$ cat config.mk
export PLATFORM = sky130hd
export DESIGN_NAME = ibb_top
export DESIGN_NICKNAME = d
export VERILOG_FILES = /design/src/ibb_pkg.sv /design/src/ibb_prescaler.sv /design/src/ibb_channel.sv /design/src/ibb_top.sv
export VERILOG_INCLUDE_DIRS = /design/src
export SDC_FILE = /design/constraint.sdc
export NUM_CORES = 1
export LEC_CHECK = 0
export ABC_AREA = 0
export ABC_CLOCK_PERIOD_IN_PS = 123300
export BUFFER_PORTS_ARGS = -buffer_cell sky130_fd_sc_hd__buf_2
export CORE_AREA = 3 3 239 241
export DETAILED_ROUTE_END_ITERATION = 6
export DIE_AREA = 0 0 242 244
export HOLD_SLACK_MARGIN = 0.06
export PLACE_DENSITY = 0.72
export SLEW_MARGIN = 20
export SYNTH_ARGS = -nofsm -noshare
export SYNTH_HDL_FRONTEND = slang
export SYNTH_SLANG_ARGS = --single-unit
$ cat constraint.sdc
create_clock -name clk -period 123.3 [get_ports clk]
set_input_delay 30.825 -clock clk [delete_from_list [all_inputs] [get_ports clk]]
set_output_delay 30.825 -clock clk [all_outputs]
set_load 0.02 [all_outputs]
$ cat src/ibb_map.svh
`ifndef IBB_MAP_SVH
`define IBB_MAP_SVH

// Register addresses (16-bit configuration space)
`define IBB_ADDR_A_CTL1      16'h0806
`define IBB_ADDR_A_CTL2      16'h0807
`define IBB_ADDR_B_CTL1      16'h0808
`define IBB_ADDR_B_CTL2      16'h0809
`define IBB_ADDR_SENSE_PD    16'h082D
`define IBB_ADDR_A_PD        16'h082F

// Reset value of every register
`define IBB_REG_RESET        8'h00

// First control register fields
`define IBB_POL_BIT          7
`define IBB_MODE_BIT         6
`define IBB_RATE_MSB         5
`define IBB_RATE_LSB         0

// Second control register fields
`define IBB_TAIL_MSB         7
`define IBB_TAIL_LSB         2
`define IBB_RUN_BIT          1
`define IBB_PADSEL_BIT       0

// Pull-down register widths
`define IBB_SENSE_PD_W       5
`define IBB_A_PD_W           1

// Timing
`define IBB_CLK_HZ           200000000
`define IBB_TICK_MS          50
`define IBB_TICK_CYCLES      ((`IBB_CLK_HZ / 1000) * `IBB_TICK_MS)
`define IBB_BREATH_TICKS     10

`endif

$ cat src/ibb_pkg.sv
package ibb_pkg;

    typedef enum logic [3:0] {
        IBB_IDLE    = 4'b0001,
        IBB_ACTIVE  = 4'b0010,
        IBB_TAIL    = 4'b0100,
        IBB_SLEEP   = 4'b1000
    } ibb_state_t;

endpackage : ibb_pkg

$ cat src/ibb_prescaler.sv
`timescale 1ns/1ps
`include "ibb_map.svh"

module ibb_prescaler #(
    parameter int unsigned TICK_CYCLES = `IBB_TICK_CYCLES
) (
    // Clock and reset
    input  wire logic clk,
    input  wire logic reset_n,
    input  wire logic clk_en,
    // Timebase
    output logic      tick
);

    logic [31:0] count_reg;

    always_ff @(posedge clk or negedge reset_n) begin
        if (!reset_n) begin
            count_reg <= 32'h0000_0000;
            tick      <= 1'b0;
        end else if (clk_en) begin
            if (count_reg >= TICK_CYCLES - 1) begin
                count_reg <= 32'h0000_0000;
                tick      <= 1'b1;
            end else begin
                count_reg <= count_reg + 32'h0000_0001;
                tick      <= 1'b0;
            end
        end
    end

endmodule : ibb_prescaler

$ cat src/ibb_channel.sv
`timescale 1ns/1ps
`include "ibb_map.svh"

module ibb_channel (
    // Clock and reset
    input  wire logic       clk,
    input  wire logic       reset_n,
    input  wire logic       clk_en,
    // Timebase
    input  wire logic       tick,
    // Controls
    input  wire logic       breathe,
    input  wire logic       invert,
    input  wire logic       run,
    input  wire logic [5:0] rate,
    input  wire logic [5:0] tail,
    // Pattern
    output logic            pattern,
    output logic            busy
);

    ibb_pkg::ibb_state_t state_reg;
    logic        run_d_reg;
    logic        first_reg;
    logic [9:0]  period_reg;
    logic [9:0]  tail_reg;
    logic [7:0]  pwm_reg;
    logic [9:0]  half_len;
    logic [17:0] prod;
    logic [9:0]  breath_len;
    logic [9:0]  pos;
    logic [7:0]  level;
    logic        raw;
    logic        run_rise;

    assign run_rise   = run && !run_d_reg;
    assign breath_len = 10'(rate) * 10'h00A;
    assign half_len   = breath_len >> 1;

    // Triangle brightness over the active breath
    always_comb begin
        pos   = (period_reg < half_len) ? period_reg : breath_len - period_reg;
        prod  = 18'(pos) * 18'h000FF;
        level = (breath_len == 10'h000) ? 8'h00 : 8'(prod / 18'(half_len | 10'h001));
    end

    always_comb begin
        unique case (state_reg)
            ibb_pkg::IBB_IDLE:   raw = 1'b0;
            ibb_pkg::IBB_SLEEP:  raw = 1'b0;
            default: begin
                if (breathe)
                    raw = pwm_reg < level;
                else
                    raw = ({1'b0, period_reg[8:0]} * 10'h002) < {4'h0, rate};
            end
        endcase
    end

    always_ff @(posedge clk or negedge reset_n) begin
        if (!reset_n)
            pwm_reg <= 8'h00;
        else if (clk_en)
            pwm_reg <= pwm_reg + 8'h01;
    end

    always_ff @(posedge clk or negedge reset_n) begin
        if (!reset_n) begin
            state_reg  <= ibb_pkg::IBB_IDLE;
            run_d_reg  <= 1'b0;
            first_reg  <= 1'b0;
            period_reg <= 10'h000;
            tail_reg   <= 10'h000;
            pattern    <= 1'b0;
            busy       <= 1'b0;
        end else if (clk_en) begin
            run_d_reg <= run;
            pattern   <= raw ^ invert;
            busy      <= state_reg != ibb_pkg::IBB_IDLE;
            if (run_rise) begin
                state_reg  <= ibb_pkg::IBB_ACTIVE;
                period_reg <= 10'h000;
                first_reg  <= 1'b1;
            end else begin
                unique case (state_reg)
                    ibb_pkg::IBB_IDLE: ;
                    ibb_pkg::IBB_ACTIVE: begin
                        if (!run && breathe) begin
                            state_reg <= ibb_pkg::IBB_IDLE;
                        end else if (!run) begin
                            state_reg <= ibb_pkg::IBB_TAIL;
                            tail_reg  <= 10'h000;
                        end else if (tick && first_reg) begin
                            // Partial first tick skipped, first phase never short
                            first_reg <= 1'b0;
                        end else if (tick) begin
                            if (!breathe && period_reg + 10'h001 >= {4'h0, rate})
                                period_reg <= 10'h000;
                            else if (breathe && period_reg + 10'h001 >= breath_len) begin
                                period_reg <= 10'h000;
                                tail_reg   <= 10'h000;
                                if (tail != 6'h00)
                                    state_reg <= ibb_pkg::IBB_SLEEP;
                            end else
                                period_reg <= period_reg + 10'h001;
                        end
                    end
                    ibb_pkg::IBB_TAIL: begin
                        if (breathe)
                            state_reg <= ibb_pkg::IBB_IDLE;
                        else if (tick) begin
                            if (tail_reg + 10'h001 >= {4'h0, tail})
                                state_reg <= ibb_pkg::IBB_IDLE;
                            else
                                tail_reg <= tail_reg + 10'h001;
                            if (period_reg + 10'h001 >= {4'h0, rate})
                                period_reg <= 10'h000;
                            else
                                period_reg <= period_reg + 10'h001;
                        end
                    end
                    ibb_pkg::IBB_SLEEP: begin
                        if (!run)
                            state_reg <= ibb_pkg::IBB_IDLE;
                        else if (tick) begin
                            if (tail_reg + 10'h001 >= 10'(tail) * 10'h00A)
                                state_reg <= ibb_pkg::IBB_ACTIVE;
                            else
                                tail_reg <= tail_reg + 10'h001;
                        end
                    end
                endcase
            end
        end
    end

endmodule : ibb_channel

$ cat src/ibb_top.sv
`timescale 1ns/1ps
`include "ibb_map.svh"

// Behaviour
// - Polarity bit 7 of control one inverts the indicator output.
// - Bit 6 of control one picks blink (0) or breathe (1).
// - Blink period is rate times 50 ms, high for the first rate/2 ticks rounded up.
// - Breathe duration is rate times 500 ms.
// - Blink tail interval in bits 7:2 of control two, 50 ms steps.
// - Breathe tail field sets dark sleep between breaths, 500 ms steps.
// - Run bit 1 of control two starts the pattern.
// - Pattern timer restarts when run becomes set.
// - In blink mode, clearing run keeps blinking for the tail interval.
// - In breathe mode, clearing run stops at once.
// - Bit 0 of control two gives the pad to general pin or indicator.
// - Sense pull-down bit 0 bus power, bits 1-4 over-current sense.
// - Indicator A pull-down bit 0; bits 7:1 reserved.
// - All these registers reset to 00h.
// - Registers reached with a 16-bit address, upper byte first.
module ibb_top #(
    parameter int unsigned TICK_CYCLES = `IBB_TICK_CYCLES
) (
    // Clock and reset
    input  wire logic       clk,
    input  wire logic       reset_n,
    input  wire logic       clk_en,
    // Configuration access, byte-serial address
    input  wire logic       cfg_addr_hi_wr,
    input  wire logic       cfg_addr_lo_wr,
    input  wire logic [7:0] cfg_addr_byte,
    input  wire logic       cfg_wr,
    input  wire logic       cfg_rd,
    input  wire logic [7:0] cfg_wdata,
    output logic      [7:0] cfg_rdata,
    output logic            cfg_rvalid,
    // General-purpose pin data
    input  wire logic       general_pin_a,
    input  wire logic       general_pin_b,
    // Pads
    output logic            indicator_a,
    output logic            indicator_b,
    output logic      [4:0] sense_pulldown_en,
    output logic            indicator_a_pulldown_en
);

    logic [7:0]  addr_hi_reg;
    logic [15:0] addr_reg;
    logic [7:0]  ctl1_reg [2];
    logic [7:0]  ctl2_reg [2];
    logic [4:0]  sense_pd_reg;
    logic        a_pd_reg;
    logic        tick;
    logic [1:0]  pattern;
    logic [1:0]  busy;
    logic [1:0]  gp_pin;

    assign gp_pin = {general_pin_b, general_pin_a};

    ////////////////////////////////////////////////////////////////////////////////
    // Address assembly, upper byte then lower byte
    always_ff @(posedge clk or negedge reset_n) begin
        if (!reset_n) begin
            addr_hi_reg <= 8'h00;
            addr_reg    <= 16'h0000;
        end else if (clk_en) begin
            if (cfg_addr_hi_wr)
                addr_hi_reg <= cfg_addr_byte;
            if (cfg_addr_lo_wr)
                addr_reg <= {addr_hi_reg, cfg_addr_byte};
        end
    end

    ////////////////////////////////////////////////////////////////////////////////
    // Register writes
    always_ff @(posedge clk or negedge reset_n) begin
        if (!reset_n) begin
            ctl1_reg[0]  <= `IBB_REG_RESET;
            ctl1_reg[1]  <= `IBB_REG_RESET;
            ctl2_reg[0]  <= `IBB_REG_RESET;
            ctl2_reg[1]  <= `IBB_REG_RESET;
            sense_pd_reg <= 5'h00;
            a_pd_reg     <= 1'b0;
        end else if (clk_en && cfg_wr) begin
            unique case (addr_reg)
                `IBB_ADDR_A_CTL1:   ctl1_reg[0] <= cfg_wdata;
                `IBB_ADDR_A_CTL2:   ctl2_reg[0] <= cfg_wdata;
                `IBB_ADDR_B_CTL1:   ctl1_reg[1] <= cfg_wdata;
                `IBB_ADDR_B_CTL2:   ctl2_reg[1] <= cfg_wdata;
                `IBB_ADDR_SENSE_PD: sense_pd_reg <= cfg_wdata[4:0];
                `IBB_ADDR_A_PD:     a_pd_reg <= cfg_wdata[0];
                default: ;
            endcase
        end
    end

    ////////////////////////////////////////////////////////////////////////////////
    // Register reads, reserved bits read zero
    always_ff @(posedge clk or negedge reset_n) begin
        if (!reset_n) begin
            cfg_rdata  <= 8'h00;
            cfg_rvalid <= 1'b0;
        end else if (clk_en) begin
            cfg_rvalid <= cfg_rd;
            if (cfg_rd) begin
                unique case (addr_reg)
                    `IBB_ADDR_A_CTL1:   cfg_rdata <= ctl1_reg[0];
                    `IBB_ADDR_A_CTL2:   cfg_rdata <= ctl2_reg[0];
                    `IBB_ADDR_B_CTL1:   cfg_rdata <= ctl1_reg[1];
                    `IBB_ADDR_B_CTL2:   cfg_rdata <= ctl2_reg[1];
                    `IBB_ADDR_SENSE_PD: cfg_rdata <= {3'h0, sense_pd_reg};
                    `IBB_ADDR_A_PD:     cfg_rdata <= {7'h00, a_pd_reg};
                    default:            cfg_rdata <= 8'h00;
                endcase
            end
        end
    end

    ////////////////////////////////////////////////////////////////////////////////
    // Timebase
    ibb_prescaler #(
        .TICK_CYCLES (TICK_CYCLES)
    ) u_prescaler (
        .clk     (clk),
        .reset_n (reset_n),
        .clk_en  (clk_en),
        .tick    (tick)
    );

    ////////////////////////////////////////////////////////////////////////////////
    // Channels
    for (genvar i = 0; i < 2; i++) begin : g_chan
        ibb_channel u_channel (
            .clk     (clk),
            .reset_n (reset_n),
            .clk_en  (clk_en),
            .tick    (tick),
            .breathe (ctl1_reg[i][`IBB_MODE_BIT]),
            .invert  (ctl1_reg[i][`IBB_POL_BIT]),
            .run     (ctl2_reg[i][`IBB_RUN_BIT]),
            .rate    (ctl1_reg[i][`IBB_RATE_MSB:`IBB_RATE_LSB]),
            .tail    (ctl2_reg[i][`IBB_TAIL_MSB:`IBB_TAIL_LSB]),
            .pattern (pattern[i]),
            .busy    (busy[i])
        );
    end

    ////////////////////////////////////////////////////////////////////////////////
    // Pad outputs
    always_ff @(posedge clk or negedge reset_n) begin
        if (!reset_n) begin
            indicator_a             <= 1'b0;
            indicator_b             <= 1'b0;
            sense_pulldown_en       <= 5'h00;
            indicator_a_pulldown_en <= 1'b0;
        end else if (clk_en) begin
            indicator_a <= ctl2_reg[0][`IBB_PADSEL_BIT] ? pattern[0] : gp_pin[0];
            indicator_b <= ctl2_reg[1][`IBB_PADSEL_BIT] ? pattern[1] : gp_pin[1];
            sense_pulldown_en       <= sense_pd_reg;
            indicator_a_pulldown_en <= a_pd_reg;
        end
    end

endmodule : ibb_top

==> results by group <==
Finish
  – Antenna cell count: 0
  – NumNets Final: 4362
  – Final cell count without fillers: 4566
  – Post-route design area: 32400 um^2
  – Largest register FFs: 32
  – Share of layout cells above drive strength 1: 8.70%
  – Area delta synth->final: 5.54%

STA
  – Final worst slack: 74880 ps
  – RSZ-0062 raised after global routing: no
  – Setup Skew: 8.98 ps
  – Max Freq: 20.7 MHz
  – Minimum clock period: approximately 48000 ps
  – Period utilization: 39.3%
  – Final hold vios: 0
  – Setup violations, final: 0
  – Worst Tran Pin Value: 1070 ps
  – Setup TNS: 0 ps
  – Final slew viol count: 0
  – Max transition margin: 27.8%

Logic synthesis
  – Top-count cell post-synth: ha_1
  – Synth Net Count: between 4000 and 5000
  – Top_reg_cell synth: dfrtp_1
  – Avg Cell Area, Syn: 8.10 um^2
  – Area leader, netlist: ha_1
  – Mapped Area: 30700 um^2
  – Synth cell types: ~130
  – Top cells by area, synth: ha_1 (18%), dfrtp_1 (15%), fa_1 (5.9%), xnor2_1 (5.6%), mux2_2 (4.2%)
  – Fraction of registers with async set/reset: 100%
  – Seq cells post-synth: 182
  – Top-area cell type share of the netlist area: between 10% and 20%
  – Synth Instances: 3793
  – Syn. warnings: 0
  – Post-synth EDFFs: 0
  – Most instantiated cells after synthesis: ha_1 (442), nand2_1 (316), inv_1 (310)
  – Register area share after synthesis: 14.8%

Die
  – Initial Util: 55.7%
  – Die height: between 200 and 250 um
  – Cell Rows: 86
  – IO Count: 42
  – Chip width: 242 um
  – Die Area: 59000 um^2
  – Core Region: about 55000 um^2

Worst setup path
  – WP data required: 123580 ps
  – CP max FO: 18
  – Startpoint type of the worst setup path: register
  – Crit path max-delay cell type: o21ai_0
  – Most used cell, CP: a21oi_1
  – Kind of critical path: register to register
  – Crit path DAT: 48700 ps
  – CP endpoint kind: register
  – CP peak stage delay: ~730 ps

Place
  – Placed Area: around 32000 um^2
  – PortBufs: 41
  – HPWL after DPL: 61500 um
  – Final GP Congestion: 0.902
  – Post-Place Setup Slack: approximately 75000 ps
  – Placed insts: 4534

Clock tree
  – CTS root buffer: clkbuf_16
  – Setup Fix Bufs, Post-CTS: 0
  – H-tree Lvls: 4
  – Num CTS Buffers: 17
  – Post-CTS sizing: 0
  – Sink Count: 182
  – Clock Latency Late Sink: 430 ps
  – Max clock buf depth: 2
  – TritonCTS clock tree: yes
  – Clk slew on worst S/H paths: about 70 ps
  – Hold buffer count at cts: 0

Pwr
  – Leakage: 16.2 nW
  – Worst vdd ir: 11.7 uV
  – Overall power: 0.162 mW
  – Pwr Density: 4.99 nW/um^2

Routing
  – Routed Antenna Nets: 0
  – Final WL: about 77000 um
  – DR pass1 iterations: 5
  – Avg WL per Cell: 16.8 um
  – Drc violations: 0
  – Via density: 6.03
  – Initial DRC Count: 1793
  – Via count: approximately 28000

Status
  – Outcome: finished, final reports clean

Global route
  – Final global-route overflow total: 0
  – Antenna violations before repair: 0
  – Overall global routing resource usage: 25.6%
  – Global-route wire length before repair: 129000 um
  – Largest net degree at the start of global routing: around 120
  – Number of global-route vias before repair: 26252

Job
  – Max_cap viols: 0

Min path
  – Hold crit path type: register to register
## cells by family (layout without fill, tap and decap cells)
group | Yosys count | in the layout | share of synthesized area, %
xor+xnor | 285 | 285 | 8.20
buf+inv | 393 | 418 | 4.93
simple gates | 1234 | 1234 | 20.5
mux | 147 | 147 | 5.28
compound gates | 1014 | 1014 | 22.2
fa+ha+maj | 538 | 538 | 24.1
flops | 182 | 182 | 14.8
## report_power, final
part | total (mW) | switching (mW) | internal, mW
clock network | 0.0567 | 0.0238 | 0.0329
registers | 0.0728 | 0.00708 | 0.0658
logic | 0.0322 | 0.0175 | 0.0146
total | 0.162 | 0.0484 | 0.113
## final cells by class
type                            count  area [um^2]
Clock inverter                     12          166
Sequential cell                   182         4560
Multi-Input combinational cell   3218        24700
Timing Repair Buffer               75          469
Inverter                          311         1170
Fill cell                        5127        22700
Tap cell                          748          936
Clock buffer                       20          447
## routing by layer
metal	track usage, %	vias up	share of wire [%]
met5	0	-	0
met4	5.66	0	1.9
met3	2.58	103	4.2
met2	44.3	577	47
met1	34.6	13002	47
li1	-	13831	-
## cell usage in the layout (no fill, tap or decap), types with 75 or more instances in the layout
cell type,count
o21ai_0,254
a21oi_1,217
nand3_1,105
nor2_1,259
mux2_2,114
nor3_1,113
dfrtp_1,180
nand2_1,316
xnor2_1,194
xor2_1,86
inv_1,310
fa_1,90
a21o_1,89
o21a_1,75
ha_1,442
## worst paths after layout
check | start | end | slack, ps | cells past startpoint
hold / removal | g_chan[0].u_channel.pwm_reg[7] | g_chan[0].u_channel.pwm_reg[7] | 480 | 1
hold reg to reg | g_chan[0].u_channel.pwm_reg[7] | g_chan[0].u_channel.pwm_reg[7] | 480 | 1
min in group asynchronous | reset_n | addr_hi_reg[7] | 30530 | 1
setup reg to reg | ctl1_reg[0] | g_chan[1].u_channel.pattern | 74880 | 199
setup / recovery | ctl1_reg[0] | g_chan[1].u_channel.pattern | 74880 | 199
max in group asynchronous | reset_n | g_chan[1].u_channel.pwm_reg[2] | 91370 | 2
## worst max-delay path, delay by kind of cell, from the launching register on
kind	cells	cell delay [ps]
adder cells (fa/ha/maj)	27	9790
buffers and inverters	10	1120
AO/OA/AOI/OAI	90	20360
flip-flops	1	560
multiplexers	4	1580
XOR/XNOR	7	1560
AND/OR/NAND/NOR	61	13280
## metrics by stage
stage / hold WS, ps / utilization (%)
after floorplan: 452 / -
after global placement: 461 / 57.7
after detailed placement: 467 / 57.7
after CTS: 482 / 58.8
after global routing: 491 / 58.8
final: 478 / 58.8
Note: power is estimated with default switching activity, not from simulation.
